--- config.mk ---
export PLATFORM = sky130hd
export DESIGN_NAME = cpu_execution_state_timing
export DESIGN_NICKNAME = d
export VERILOG_FILES = /design/src/exec_timing_pkg.sv /design/src/cpu_execution_state_timing.sv
export VERILOG_INCLUDE_DIRS = /design/src /design/src/src
export SDC_FILE = /design/constraint.sdc
export NUM_CORES = 1
export LEC_CHECK = 0
export ABC_AREA = 1
export CAP_MARGIN = 40
export CORE_UTILIZATION = 60
export CTS_CLUSTER_DIAMETER = 40
export DETAILED_ROUTE_END_ITERATION = 16
export DONT_BUFFER_PORTS = 1
export PLACE_DENSITY = 0.79
export SLEW_MARGIN = 40
export SYNTH_ARGS = -nofsm -noshare
export SYNTH_HDL_FRONTEND = slang
export SYNTH_SLANG_ARGS = --single-unit
--- constraint.sdc ---
create_clock -name i_ref_clk -period 6.88 [get_ports i_ref_clk]
set_input_delay 0.688 -clock i_ref_clk [delete_from_list [all_inputs] [get_ports i_ref_clk]]
set_output_delay 0.688 -clock i_ref_clk [all_outputs]
set_load 0.02 [all_outputs]
--- src/exec_timing_defs.svh ---
`ifndef EXEC_TIMING_DEFS_SVH
`define EXEC_TIMING_DEFS_SVH
// Functional notes
// - Total states equal counts times per-cycle costs.
// - Fetch, branch, stack cycles cost 2/6/6+2m.
// - Byte access costs 2, 3 or 3+m.
// - Word access costs 2, 6 or 6+2m.
// - Internal operation always costs one state.
// - External costs grow by supplied wait count m for bytes, 2m for others.
// - Fixed counts; ALU/flags one fetch, branches two.
// - Bit logic/clear memory forms add byte accesses.
// - Memory bit set: two fetches, two bytes.
// - Quoted totals assume everything in on-chip memory.

// ==========================================================
// Cycle costs in states.
`define COST_ONCHIP_MEM 6'h02
`define COST_BUS_BASE 6'h06
`define COST_BYTE_BASE 6'h03
`define COST_INTERNAL 6'h01

// ==========================================================
// Cycle counts and reset values.
`define N_ONE 2'h1
`define N_TWO 2'h2
`define TOTAL_RST 8'h00
`define COST_RST 6'h00
`endif

--- src/exec_timing_pkg.sv ---
package exec_timing_pkg;
    typedef enum logic [2:0] {
        CY_FETCH = 3'h0,
        CY_BRANCH_READ = 3'h1,
        CY_STACK = 3'h2,
        CY_BYTE = 3'h3,
        CY_WORD = 3'h4,
        CY_INTERNAL = 3'h5
    } cycle_e;
    typedef enum logic [1:0] {
        LOC_ONCHIP_MEM = 2'h0,
        LOC_ONCHIP_MODULE = 2'h1,
        LOC_EXTERNAL = 2'h2
    } loc_e;
    typedef enum logic [2:0] {
        OP_REG_ALU = 3'h0,
        OP_FLAGS_IMM = 3'h1,
        OP_BRANCH8 = 3'h2,
        OP_BIT_REG = 3'h3,
        OP_BIT_LOGIC_MEM = 3'h4,
        OP_BIT_CLEAR_MEM = 3'h5,
        OP_BIT_SET_MEM = 3'h6,
        OP_SUB_CALL_IND = 3'h7
    } op_class_e;
    typedef enum logic [1:0] {
        ST_IDLE = 2'b01,
        ST_RUN = 2'b10
    } seq_state_e;
    typedef logic [1:0] cnt_t;
    typedef cnt_t [5:0] cnt_vec_t;
    typedef logic [5:0] cost_t;
    typedef logic [7:0] total_t;
    typedef logic [3:0] wait_t;
    typedef struct packed {
        op_class_e op;
        loc_e code_loc;
        loc_e stack_loc;
        loc_e data_loc;
        wait_t waits;
    } exec_req_s;
    typedef struct packed {
        cycle_e ctype;
        logic first_state;
    } cycle_info_s;
endpackage : exec_timing_pkg

--- src/cpu_execution_state_timing.sv ---
`timescale 1ns/1ps
`include "exec_timing_defs.svh"
module cpu_execution_state_timing
    import exec_timing_pkg::*;
(
    input wire logic i_ref_clk,
    input wire logic i_srst,
    input wire logic i_ce,
    input wire logic i_start,
    input wire exec_req_s i_req,
    output logic o_busy,
    output logic o_done,
    output cycle_info_s o_cycle,
    output total_t o_total,
    output total_t o_elapsed
);

// ==========================================================
// Decoding functions.
function automatic cnt_vec_t counts_of(input op_class_e op);
    cnt_vec_t c;
    c = '0;
    unique case (op)
        OP_REG_ALU, OP_FLAGS_IMM, OP_BIT_REG: begin
            c[CY_FETCH] = `N_ONE;
        end
        OP_BRANCH8: begin
            c[CY_FETCH] = `N_TWO;
        end
        OP_BIT_LOGIC_MEM: begin
            c[CY_FETCH] = `N_TWO;
            c[CY_BYTE] = `N_ONE;
        end
        OP_BIT_CLEAR_MEM: begin
            c[CY_FETCH] = `N_TWO;
            c[CY_BYTE] = `N_TWO;
        end
        OP_BIT_SET_MEM: begin
            c[CY_FETCH] = `N_TWO;
            c[CY_BYTE] = `N_TWO;
        end
        OP_SUB_CALL_IND: begin
            c[CY_FETCH] = `N_TWO;
            c[CY_BRANCH_READ] = `N_ONE;
            c[CY_STACK] = `N_ONE;
        end
    endcase
    return c;
endfunction : counts_of

function automatic cost_t cost_of(input cycle_e t, input exec_req_s r);
    loc_e l;
    cost_t w2;
    l = r.code_loc;
    if (t == CY_STACK) begin
        l = r.stack_loc;
    end else if (t == CY_BYTE || t == CY_WORD) begin
        l = r.data_loc;
    end
    w2 = {1'b0, r.waits, 1'b0};
    if (t == CY_INTERNAL) begin
        return `COST_INTERNAL;
    end else if (l == LOC_ONCHIP_MEM) begin
        return `COST_ONCHIP_MEM;
    end else if (t == CY_BYTE) begin
        return `COST_BYTE_BASE + ((l == LOC_EXTERNAL) ?
            {2'h0, r.waits} : `COST_RST);
    end
    return `COST_BUS_BASE + ((l == LOC_EXTERNAL) ?
        w2 : `COST_RST);
endfunction : cost_of

function automatic logic [3:0] next_of(input cnt_vec_t c);
    logic [3:0] n;
    n = 4'h0;
    for (int i = 5; i >= 0; i--) begin
        if (c[i] != 2'h0) begin
            n = {1'b1, 3'(i)};
        end
    end
    return n;
endfunction : next_of

function automatic total_t total_of(input cnt_vec_t c,
                                    input exec_req_s r);
    total_t s;
    s = `TOTAL_RST;
    for (int i = 0; i < 6; i++) begin
        s = s + total_t'(c[i]) *
            total_t'(cost_of(cycle_e'(3'(i)), r));
    end
    return s;
endfunction : total_of

// ==========================================================
// Sequencer state.
seq_state_e state_q;
exec_req_s req_q;
cnt_vec_t cnt_q;
cnt_vec_t cnt_d;
cycle_e ty_q;
cost_t left_q;
cost_t len_q;
logic busy_q;
logic done_q;
logic first_q;
total_t total_q;
total_t elapsed_q;
logic [3:0] start_nx;
logic [3:0] run_nx;
cnt_vec_t start_cnt;
logic cyc_end;

assign start_cnt = counts_of(i_req.op);
assign start_nx = next_of(start_cnt);
assign cyc_end = (state_q == ST_RUN) && (left_q == 6'h01);

always_comb begin
    cnt_d = cnt_q;
    cnt_d[ty_q] = cnt_q[ty_q] - 2'h1;
end
assign run_nx = next_of(cnt_d);

always_ff @(posedge i_ref_clk) begin
    if (i_srst) begin
        state_q <= ST_IDLE;
        busy_q <= 1'b0;
        done_q <= 1'b0;
    end else if (i_ce) begin
        done_q <= 1'b0;
        unique case (state_q)
            ST_IDLE: begin
                if (i_start) begin
                    state_q <= ST_RUN;
                    busy_q <= 1'b1;
                end
            end
            ST_RUN: begin
                if (cyc_end && !run_nx[3]) begin
                    state_q <= ST_IDLE;
                    busy_q <= 1'b0;
                    done_q <= 1'b1;
                end
            end
            default: begin
                state_q <= ST_IDLE;
                busy_q <= 1'b0;
            end
        endcase
    end
end

always_ff @(posedge i_ref_clk) begin
    if (i_srst) begin
        req_q <= '0;
        cnt_q <= '0;
        ty_q <= CY_FETCH;
        left_q <= `COST_RST;
        first_q <= 1'b0;
    end else if (i_ce) begin
        first_q <= 1'b0;
        if (state_q == ST_IDLE && i_start) begin
            req_q <= i_req;
            cnt_q <= start_cnt;
            ty_q <= cycle_e'(start_nx[2:0]);
            left_q <= cost_of(cycle_e'(start_nx[2:0]), i_req);
            first_q <= 1'b1;
        end else if (cyc_end) begin
            cnt_q <= cnt_d;
            if (run_nx[3]) begin
                ty_q <= cycle_e'(run_nx[2:0]);
                left_q <= cost_of(cycle_e'(run_nx[2:0]), req_q);
                first_q <= 1'b1;
            end
        end else if (state_q == ST_RUN) begin
            left_q <= left_q - 6'h01;
        end
    end
end

always_ff @(posedge i_ref_clk) begin
    if (i_srst) begin
        total_q <= `TOTAL_RST;
        elapsed_q <= `TOTAL_RST;
        len_q <= `COST_RST;
    end else if (i_ce) begin
        if (state_q == ST_IDLE && i_start) begin
            total_q <= total_of(start_cnt, i_req);
            elapsed_q <= `TOTAL_RST;
            len_q <= `COST_RST;
        end else if (state_q == ST_RUN) begin
            elapsed_q <= elapsed_q + 8'h01;
            len_q <= cyc_end ? `COST_RST : len_q + 6'h01;
        end
    end
end

assign o_busy = busy_q;
assign o_done = done_q;
assign o_cycle = '{ctype: ty_q, first_state: first_q};
assign o_total = total_q;
assign o_elapsed = elapsed_q;

// ==========================================================
// Checks.
logic go;
logic ce_end;
cost_t n_len;
assign go = i_ce && state_q == ST_IDLE && i_start;
assign ce_end = i_ce && cyc_end;
assign n_len = len_q + 6'h01;
endmodule : cpu_execution_state_timing

### Yosys cells after proc, flatten, opt, wreduce, memory -nomap -nowiden

Index checks and enable logic that the tools add are counted.

| word-level totals | value |
|---|---|
| flip-flop bits (word level) | 52 |
| latch bits | 0 |
| RAM bits | 0 |
| bits in read-only memories | 0 |
| logic and storage cells | 214 |
| memories | 0 |

| cells by class | value |
|---|---|
| add/subtract/negate cells | 14 |
| $mul | 4 |
| div/mod/pow operators | 0 |
| $lt $le $gt $ge | 2 |
| equality and inequality tests | 26 |
| shifts and indexed selects | 0 |
| muxes and demuxes | 114 |
| bitwise logic cells | 0 |
| reduce and logical (&&, ||, !) cells | 36 |

Operators by type and width:

| kind | count |
|---|---|
| 2-to-1 mux 6 bit | 26 |
| 2-to-1 mux 2 bit | 23 |
| 2-to-1 mux 4 bit | 9 |
| multiplier 2 x 6 -> 8 bit | 4 |
| 2-to-1 mux 1 bit | 32 |
| adder 3 x 5 -> 6 bit, first input constant | 5 |
| 2-to-1 mux 5 bit | 6 |
| nonzero test 2 bit | 13 |
| adder 8 bit | 3 |
| equality test 3 bit, second input constant | 8 |
| 2-to-1 mux 12 bit | 2 |
| 2-to-1 mux 3 bit | 7 |
| equality test 3 x 2 -> 1 bit, second input constant | 6 |
| 2-to-1 mux 8 bit | 2 |
| adder 2 x 4 -> 5 bit, first input constant | 3 |
| bitwise mux 12 bit | 1 |
| equality test 2 bit, second input constant | 6 |
| case mux 2 bit (2 select lines) | 3 |
| logical NOT 2 bit | 5 |
| AND reduction 3 bit | 3 |
| adder 8 x 1 -> 8 bit, second input constant | 1 |
| binary-select mux 2 bit (select 3 bit) | 1 |
| demux 2 bit (select 3 bit) | 1 |
| equality test 6 x 1 -> 1 bit, second input constant | 1 |
| 18 further kinds | 25 |

### Logic depth before layout (Yosys ltp)

Gate-level depths: netlist (run 1).

| depth | value |
|---|---|
| depth after elaboration | 33 |
| gate-level depth with buffers | 30 |
| depth with buffers taken out | 29 |

### Least setup slack after synthesis (run 1)

OpenSTA, ideal clock, no wires.

| path | value |
|---|---|
| kind | input to register |
| from | in i_req[9] (netlist name) |
| to | reg total_q[7], in the netlist o_total[7] |
| setup time | 115 ps |
| arrival | 4898 ps |
| slack | 1867 ps |
| stages on the path | 25 |
| path through | inv_1 nor2_1 inv_1 nor2_1 inv_1 ha_1 a21oi_1 nand2_1 nor2_1 fa_1 fa_1 inv_1 fa_1 inv_1 fa_1 ha_1 a21oi_1 inv_1 a31oi_1 nor2_1 o21a_1 nor2_1 xor2_1 o21ai_0 inv_1 |

| on the way | value |
|---|---|
| word-level cells in the longest chain between the ends | 13 |

Ends and longest elaborated chain:

| item | RTL line | RTL |
|---|---|---|
| from (decl) | cpu_execution_state_timing.sv:10 | `input wire exec_req_s i_req,` |
| branches (longest 5 deep; another with adder 3 x 5 -> 6 bit) | -- |  |
| 2-to-1 mux 6 bit * | cpu_execution_state_timing.sv:69 | `` return `COST_BUS_BASE + ((l == LOC_EXTERNAL) ? `` |
| 2-to-1 mux 6 bit * | cpu_execution_state_timing.sv:187 | `if (state_q == ST_IDLE && i_start) begin` |
| 2-to-1 mux 6 bit * | cpu_execution_state_timing.sv:186 | `end else if (i_ce) begin` |
| 2-to-1 mux 6 bit * | cpu_execution_state_timing.sv:182 | `if (i_srst) begin` |
| multiplier 2 x 6 -> 8 bit | cpu_execution_state_timing.sv:89 | `s = s + total_t'(c[i]) *` |
| adder 8 bit * (3 in a row) | cpu_execution_state_timing.sv:89 |  |
| to (signal assigned) | cpu_execution_state_timing.sv:183 | `` total_q <= `TOTAL_RST; `` |
| to (signal assigned) | cpu_execution_state_timing.sv:188 | `total_q <= total_of(start_cnt, i_req);` |
| to (decl) | cpu_execution_state_timing.sv:107 | `total_t total_q;` |

Every way passes the cells marked *. The select of a mux whose other input is x is not followed.
A chain may end at the register's enable or synchronous reset.

### Final worst setup path (run 1)

Ends and elaborated chain as after synthesis.

==> flow_summary_export.csv, run 1 <==
group,metric,value,unit
run_status,status,"complete, no violations",
finish,drive_gt1_share,9.55,%
place,gp_congestion,0.897,
detailed_routing,drt-vias-per-instance,5.39,
yosys,synth_area_leaders,"dfxtp_1 24%, nand2_1 13%, inv_1 10%",
place,dp_hpwl,7950,µm
sta,tightest_slew,0.721,ns
hold_path,hp-class,"input pin to register",
finish,fin_cells,724,
sta,tns,0,ns
global_route,antenna_found_initial,0,
sta,fmax,0.197,GHz
sta,maxSlewViolCount,0,
place,placed_cells,716,
sta,layout_worst_path_cycle_share,73.7,%
detailed_routing,wirelength,9980,µm
sta,relSlewSlack,51.6,%
worst_setup_path,end_kind,"register",
global_route,grt_pass1_vias,3840,
detailed_routing,dr.pass1.iters,4,
yosys,yosys_most_used_dff,"dfxtp_1",
sta,skew,0.00507,ns
detailed_routing,detail-route-antenna-nets,0,
finish,final_nets,684,
clocking,cts.path.max_buffers,2,
global_route,grtUsageTotal,29.9,%
die,die_w,85.8,µm
clocking,cts_tree,"yes",
power,totalPowerFinal,0.714,mW
clocking,cts_resized,0,
global_route,overflow,0,
yosys,syn-cell-area,0.00421,mm²
sta,setup_viol,0,
clocking,clockRootBuffer,"clkbuf_8",
detailed_routing,avgRoutedWirePerCell,13.8,µm
finish,layout.cells.most_common_list,"146 x nand2_1, 113 x inv_1, 72 x nor2_1",
finish,num_antenna_cells,0,
clocking,cts_buffers,5,
worst_setup_path,critPathMaxFanout,4,
power,ir_worst_vdd,0.163,mV
clocking,cts_sinks,51,
die,fp-row-count,30,
worst_setup_path,start_kind,"input pin",
yosys,syn_avg_cell_area,6.66,µm²
yosys,yosys_warnings,0,
clocking,postCtsSetupRepairBufs,0,
clocking,ctsHtreeMaxLevel,2,
yosys,syn-num-nets,689,
yosys,synth_edf_count,0,
finish,syn_to_final_growth,4.46,%
global_route,grt_max_degree,29,
flow_run,maxCapViolations,0,
clocking,holdBufCountCts,0,
worst_setup_path,cp.required,7.09,ns
clocking,clock_latency,0.31,ns
finish,mostFrequentLayoutCell,"nand2_1",
yosys,synth.yosys.seq_area_share,24.2,%
worst_setup_path,crit_arrival,5.28,ns
detailed_routing,drc,0,
die,fp.dieH,85.8,µm
yosys,synth_cell_types,44,
yosys,synthCells,632,
global_route,grt_pass1_wl,17400,µm
die,core_region_area,0.00679,mm²
sta,rsz0062_at_grt,"false",
die,start_util,62.0,%
yosys,synth_seq_cells,51,
yosys,yosys.area.top_type,"dfxtp_1",
sta,finalCriticalPeriod,5.07,ns
worst_setup_path,crit_type,"input pin to register",
place,portBuffers,0,
power,cellPowerDensity,162,mW/mm²
power,leakagePower,2.13,nW
detailed_routing,via_count,3901,
yosys,synth_top_area_share,24.2,%
detailed_routing,drtIter0Drc,177,
clocking,clkTransAtPathRegs,0.09,ns
yosys,ys_async_sr_fraction,0,%
sta,finalHoldViolations,0,
die,ios,39,
die,die_area,0.00736,mm²
[cells in the mapped netlist, types with 6 or more instances]
cell type,number
nand2_1,146
inv_1,113
nor2_1,73
dfxtp_1,51
a21oi_1,43
nand3_1,32
ha_1,24
o21ai_0,18
fa_1,16
nand2_2,12
clkbuf_1,10
nor3_1,8
nand3_2,7
nor2_4,7
nand4_1,6
[sequential cells by signal, indices dropped and copies added, names as in the netlist]
signal / count
cnt_q: 12
req_q: 10
o_elapsed: 8
o_total: 8
left_q: 6
ty_q: 3
state_q: 2
first_q: 1
o_done: 1
[per-stage QoR]
step	worst slack [ns]	cell area (µm²)	hold WS, ns	util [%]
floorplan	1.87	4210	0.441	-
global placement	1.61	4280	0.446	63.0
detailed placement	1.51	4280	0.450	63.0
CTS	1.83	4400	0.423	64.8
global route	1.34	4400	0.420	64.8
finish	1.81	4400	0.430	64.8
[layout make-up]
| cell class | count | area, µm² |
|---|---|---|
| clock inverters | 2 | 35.0 |
| fillers | 623 | 2390 |
| multi-input cells | 450 | 2690 |
| well taps | 96 | 120 |
| clock buffers | 6 | 82.6 |
| flip-flops and latches | 51 | 1020 |
| repair buffers | 1 | 7.51 |
| inverters | 118 | 443 |
[metal layers]
metal / global-route usage [%] / up-vias / share of wire (%)
li1: - / 1974 / -
met2: 50.8 / 110 / 46
met4: 12.1 / 0 / 3.0
met1: 36.7 / 1797 / 44
met3: 6.64 / 20 / 6.7
met5: 0 / - / 0
[path summary, 6_finish.rpt]
kind / endpoint / cells after the start / startpoint / slack (ns)
setup / recovery: o_total[7] / 25 / i_req[9] / 1.81
hold / removal: cnt_q[0] / 1 / i_srst / 0.43
setup reg to reg: left_q[4] / 27 / ty_q[0] / 3.17
hold reg to reg: cnt_q[8] / 2 / cnt_q[8] / 0.46
[where the power goes]
part	leakage (nW)	internal (mW)	switching (mW)
registers	0.415	0.308	0.0157
clock network	0.0612	0.118	0.101
logic	1.65	0.0618	0.109
total	2.13	0.488	0.226
[critical path: stages]
cell and delay [ns]:
inv_1 0.03, nor2_1 0.11, inv_1 0.08, nor2_1 0.17
inv_1 0.11, ha_1 0.21, a21oi_1 0.14, nand2_1 0.11
nor2_1 0.14, fa_1 0.47, fa_1 0.50, inv_1 0.06
fa_1 0.52, inv_1 0.05, fa_1 0.47, ha_1 0.36
a21oi_1 0.16, inv_1 0.05, a31oi_1 0.18, nor2_1 0.08
o21a_1 0.17, nor2_1 0.13, xor2_1 0.08, o21ai_0 0.14
inv_1 0.05
[kinds of logic after synthesis]
kind of cell | synth area share, %
compound gates | 12.5
xor+xnor | 1.66
fa+ha+maj | 14.7
buf+inv | 11.9
flops | 24.2
simple gates | 34.9
(Power assumes the default switching activity.)
==> inputs of run 2 (changes only) <==
Settings changed: CORE_UTILIZATION 60 to 59, PLACE_DENSITY 0.79 to 0.81.
Clock period 6.88 ns to 4.4 ns, I/O delays scaled along.
==> flow_summary_export.csv, run 2 (same netlist as run 1, synthesis figures left out) <==
group,metric,value,unit
place,gp_congestion,0.986,
global_route,grt.busiest_layer,"met2",
detailed_routing,dr.pass1.iters,5,
die,start_util,61.6,%
clocking,clkTransAtPathRegs,0.10,ns
finish,largest_reg_flops,12,
sta,holdWs,0.183,ns
finish,n_fill_cell,561,
finish,layout.cells.most_common_list,"145 x nand2_1, 102 x inv_1, 58 x nor2_1",
global_route,met2_usage,52.8,%
global_route,overflow,0,
sta,skew,0.00648,ns
power,ir_worst_vdd,0.183,mV
clocking,cts_sinks,51,
finish,regMostFlops,"cnt_q",
clocking,clock_latency,0.31,ns
die,ios,39,
detailed_routing,drc,0,
global_route,grt_pass1_wl,17600,µm
die,fp.dieH,86.5,µm
finish,syn_to_final_growth,15.1,%
worst_setup_path,crit_type,"input pin to register",
die,fp-row-count,30,
detailed_routing,wirelength,10900,µm
global_route,met3_usage,6.10,%
clocking,cts_buffers,5,
finish,final_nets,723,
finish,mostFrequentLayoutCell,"nand2_1",
detailed_routing,detail-route-antenna-nets,0,
finish,multiInputGateArea,0.00284,mm²
place,dp_slack,-0.412,ns
global_route,grtUsageTotal,30.0,%
clocking,clockRootBuffer,"clkbuf_8",
detailed_routing,drtIter0Drc,194,
sta,finalCriticalPeriod,4.38,ns
finish,fin_cells,762,
worst_setup_path,crit_arrival,4.59,ns
worst_setup_path,max_stage_delay,0.55,ns
die,die_area,0.00748,mm²
finish,num_antenna_cells,0,
finish,drive_gt1_share,20.3,%
sta,layout_worst_path_cycle_share,99.6,%
sta,maxSlewViolCount,0,
place,placed_cells,752,
power,totalPowerFinal,1.18,mW
power,leakagePower,2.31,nW
global_route,use_met1,38.0,%
sta,fmax,0.228,GHz
sta,tns,0,ns
run_status,status,"complete, no violations",
place,portBuffers,0,
flow_run,maxCapViolations,0,
global_route,grt_max_degree,29,
worst_setup_path,crit_buf_inv,8,
worst_setup_path,start_kind,"input pin",
detailed_routing,drt-vias-per-instance,5.36,
clocking,cts_tree,"yes",
clocking,holdBufCountCts,0,
worst_setup_path,cp_slowest_cell,"fa_1",
sta,setup_slack,0.0175,ns
finish,regArea,0.00102,mm²
detailed_routing,via_count,4087,
sta,relSlewSlack,47.2,%
finish,reg.largest.list,"cnt_q: 12 flops, req_q: 10 flops",
die,core_region_area,0.00683,mm²
sta,tightest_slew,0.786,ns
global_route,antenna_found_initial,0,
sta,rsz0062_at_grt,"true",
sta,setup_viol,0,
global_route,grt_pass1_vias,3877,
worst_setup_path,cp.required,4.60,ns
worst_setup_path,end_kind,"register",
detailed_routing,avgRoutedWirePerCell,14.3,µm
die,die_w,86.5,µm
worst_setup_path,critPathTopFamily,"adder cells",
clocking,ctsHtreeMaxLevel,2,
hold_path,hp-class,"input pin to register",
worst_setup_path,critPathMaxFanout,4,
sta,finalHoldViolations,0,
place,dp_hpwl,8430,µm
clocking,cts.path.max_buffers,2,
power,cellPowerDensity,244,mW/mm²
run 2: cell count changes in the layout (fill, tap and decap cells not counted), moves of 5 or more:
cell,before,now
buf_4,1,39
inv_1,113,102
inv_2,4,14
nor2_1,72,58
nor2_2,4,13
nor2_4,7,12
run 2: power breakdown:
group | switching (mW) | internal [mW]
Sequential | 0.0262 | 0.482
Combinational | 0.199 | 0.145
Clock | 0.163 | 0.167
Total | 0.388 | 0.794
run 2: cell type report:
cell class	count	area share [%]
Clock buffer	5	1.42
Clock inverter	2	0.775
Inverter	118	9.40
Multi-Input combinational cell	450	58.6
Sequential cell	51	21.1
Tap cell	96	2.48
Timing Repair Buffer	40	6.27
run 2: through the flow:
stage / utilization (%) / area [µm²]
3_3_place_gp: 67.4 / 4610
4_1_cts: 69.8 / 4770
6_report: 70.9 / 4850
5_1_grt: 70.9 / 4850
2_1_floorplan: - / 4270
3_5_place_dp: 67.5 / 4610
run 2: routing by layer:
layer	wire, µm	part of all wire, %
met5	0	0
met1	4800	44
met2	5310	49
met3	668	6.1
met4	149	1.4
run 2: worst paths after layout:
path         cells past startpoint  slack, ns  startpoint         end
min                              1       0.18      i_srst   left_q[4]
max reg2reg                     27       0.80     ty_q[1]   left_q[4]
max                             25       0.02    i_req[9]  o_total[7]
min reg2reg                      2       0.47    cnt_q[5]    cnt_q[5]
run 2: repair_timing:
action / in CTS / in global routing
cloned: 0 / 0
setup endpoints to repair: 1 / 3
gates resized for setup: 11 / 24
setup buffers: 2 / 1
pin swaps: 15 / 15
endpoints found under the hold margin: 0 / 0
run 2: worst reg2reg max path: cells and delay by family (launching register included):
kind | cells | cell delay (ns)
adder cells (fa/ha/maj) | 1 | 0.23
AND/OR/NAND/NOR | 24 | 2.43
flip-flops | 1 | 0.73
AO/OA/AOI/OAI | 1 | 0.10
buffers and inverters | 1 | 0.05
==> inputs of run 3 (changes only) <==
Settings changed: ABC_AREA 1 to 0, CORE_UTILIZATION 59 to 35, PLACE_DENSITY 0.81 to 0.54.
==> flow_summary_export.csv, run 3 <==
group,metric,value,unit
detailed_routing,drc,0,
worst_setup_path,cp.required,4.64,ns
global_route,overflow,0,
die,fp.dieH,110,µm
clocking,cts.path.max_buffers,2,
yosys,yosys_warnings,0,
sta,finalHoldViolations,0,
finish,reg.largest.list,"cnt_q: 12 flops, req_q: 10 flops",
finish,final_nets,597,
die,die_area,0.0120,mm²
clocking,cts_buffers,5,
worst_setup_path,r2r_end,"left_q[3]",
yosys,ys_top_cells_by_count,"78 x nand2_1, 61 x nor2_1, 51 x dfxtp_1",
global_route,grt_pass1_vias,3673,
die,fp-row-count,38,
finish,num_antenna_cells,0,
yosys,synth.most_common_cell,"nand2_1",
sta,rsz0062_at_grt,"true",
yosys,yosys_most_used_dff,"dfxtp_1",
worst_setup_path,cp-endpoint,"o_total[7]",
worst_setup_path,max_stage_delay,0.55,ns
clocking,holdBufCountCts,0,
yosys,yosys.area.top_type,"dfxtp_1",
finish,layout.cells.most_common_list,"73 x nand2_1, 61 x nor2_1, 51 x dfxtp_1",
sta,holdWs,0.193,ns
power,cellPowerDensity,263,mW/mm²
yosys,synth_cell_types,63,
die,start_util,36.6,%
detailed_routing,via_count,3743,
detailed_routing,wirelength,11200,µm
yosys,synthCells,524,
die,core_region_area,0.0111,mm²
clocking,cts_sinks,51,
detailed_routing,dr.pass1.iters,5,
clocking,cts_tree,"yes",
worst_setup_path,critPathLaunch,"i_req[9]",
place,gp_congestion,0.849,
sta,layout_worst_path_cycle_share,97.7,%
yosys,synth_top_area_share,25.2,%
yosys,synth_edf_count,0,
detailed_routing,drtIter0Drc,223,
place,dp_slack,-0.361,ns
die,ios,39,
finish,fin_util,41.9,%
hold_path,hp-class,"input pin to register",
run_status,status,"complete, no violations",
sta,setup_slack,0.100,ns
finish,regMostFlops,"cnt_q",
clocking,clockRootBuffer,"clkbuf_16",
yosys,ys_async_sr_fraction,0,%
global_route,grt_pass1_wl,18900,µm
worst_setup_path,cp_slowest_cell,"fa_1",
worst_setup_path,ff2ff_path_depth,12,
flow_run,maxCapViolations,0,
sta,maxSlewViolCount,0,
worst_setup_path,r2r_start,"ty_q[0]",
yosys,syn_avg_cell_area,7.73,µm²
sta,setup_viol,0,
worst_setup_path,start_kind,"input pin",
sta,relSlewSlack,55.8,%
worst_setup_path,worstSetupPathDepth,18,
worst_setup_path,end_kind,"register",
place,dp_hpwl,8430,µm
sta,fmax,0.233,GHz
worst_setup_path,critPathTopFamily,"adder cells",
worst_setup_path,crit_buf_inv,1,
finish,largest_reg_flops,12,
yosys,synth_seq_cells,51,
global_route,antenna_found_initial,0,
detailed_routing,avgRoutedWirePerCell,16.4,µm
finish,drive_gt1_share,15.2,%
sta,skew,0.00922,ns
yosys,syn-cell-area,0.00405,mm²
yosys,syn-num-nets,581,
yosys,synth_area_leaders,"dfxtp_1 25%, fa_1 7.9%, ha_1 7.4%",
die,die_w,110,µm
worst_setup_path,critPathMaxFanout,4,
finish,mostFrequentLayoutCell,"nand2_1",
power,ir_worst_vdd,0.150,mV
power,leakagePower,1.80,nW
worst_setup_path,reg2reg_slack,0.90,ns
finish,syn_to_final_growth,14.6,%
worst_setup_path,crit_top_cell,"fa_1",
yosys,synth.yosys.seq_area_share,25.2,%
clocking,clkTransAtPathRegs,0.07,ns
clocking,clock_latency,0.31,ns
sta,tightest_slew,0.662,ns
worst_setup_path,crit_arrival,4.54,ns
hold_path,min_path_cells,1,
clocking,ctsHtreeMaxLevel,2,
sta,finalCriticalPeriod,4.30,ns
detailed_routing,detail-route-antenna-nets,0,
worst_setup_path,crit_type,"input pin to register",
global_route,grt_max_degree,47,
worst_setup_path,path_cells,"nor2b_4, nand2_2, ha_4, o21bai_4, nand2b_4, fa_1, fa_1, fa_1, inv_2, fa_1, ha_1, a21o_1, a21oi_2, o21bai_1, a21oi_1, xnor2_1, nand2_1, a21oi_2",
detailed_routing,drt-vias-per-instance,5.50,
global_route,grtUsageTotal,20.5,%
place,portBuffers,0,
## run 3: cell count changes after synthesis, sizes merged, moves of 7 or more
cell,change
nor2,-22
inv,-85
nand2b,+7
nor2b,+9
a22oi,+9
nand3,-24
nand2,-84
## run 3: layer usage
metal,global-route usage (%),wire [µm]
met5,0,0
met4,5.52,176
met3,4.86,582
met2,34.1,5250
met1,26.6,5170
## run 3: cell type report
class	instances	area (µm²)
well taps	140	175
clock inverters	3	28.8
flip-flops and latches	51	1020
inverters	32	120
clock buffers	5	125
repair buffers	30	229
multi-input cells	420	2940
fillers	1132	6440
## run 3: cell families after synthesis
kind of cell / after synthesis / synth area share, %
xor+xnor: 16 / 3.46
flops: 51 / 25.2
buf+inv: 53 / 5.38
fa+ha+maj: 40 / 15.3
simple gates: 221 / 25.7
mux: 13 / 3.80
compound gates: 130 / 21.1
## run 3: worst min path at each step
stage | start | to | slack, ns
2_1_floorplan | req_q[9] | req_q[9] | 0.44
3_3_place_gp | req_q[1] | req_q[1] | 0.45
3_5_place_dp | req_q[1] | req_q[1] | 0.45
4_1_cts | i_srst | req_q[5] | 0.18
5_1_grt | i_srst | req_q[4] | 0.19
6_report | i_srst | req_q[5] | 0.19
## run 3: through the flow
stage,setup TNS (ns),instances,power [mW],cell area (µm²)
floorplan,-0.0910,524,0.715,4100
global placement,-0.794,671,0.790,4380
detailed placement,-1.10,671,0.792,4380
CTS,0,679,1.22,4540
global route,-0.134,681,1.30,4640
finish,0,681,1.22,4640
## run 3: power breakdown
part	switching (mW)	internal, mW	leakage, nW
combinational	0.159	0.137	1.31
sequential	0.0262	0.479	0.414
clock	0.201	0.217	0.0759
## run 3: what timing repair did
item                       in CTS  in global routing
setup endpoints to repair       1                  4
hold endpoints to repair        0                  0
pin swaps                       0                 25
gates resized for setup         1                 26
setup buffers                   0                  2
## run 3: worst reg2reg max path, cell delays in order (launching register included)
cell       delay [ns]
dfxtp_1          0.41
buf_4            0.24
nor3b_1          0.52
mux2_2           0.46
a2111oi_0        0.41
o21ai_0          0.20
nand2_1          0.19
nand2_1          0.08
ha_1             0.23
nor2_1           0.10
and3_2           0.19
o31ai_1          0.08
a311oi_1         0.28
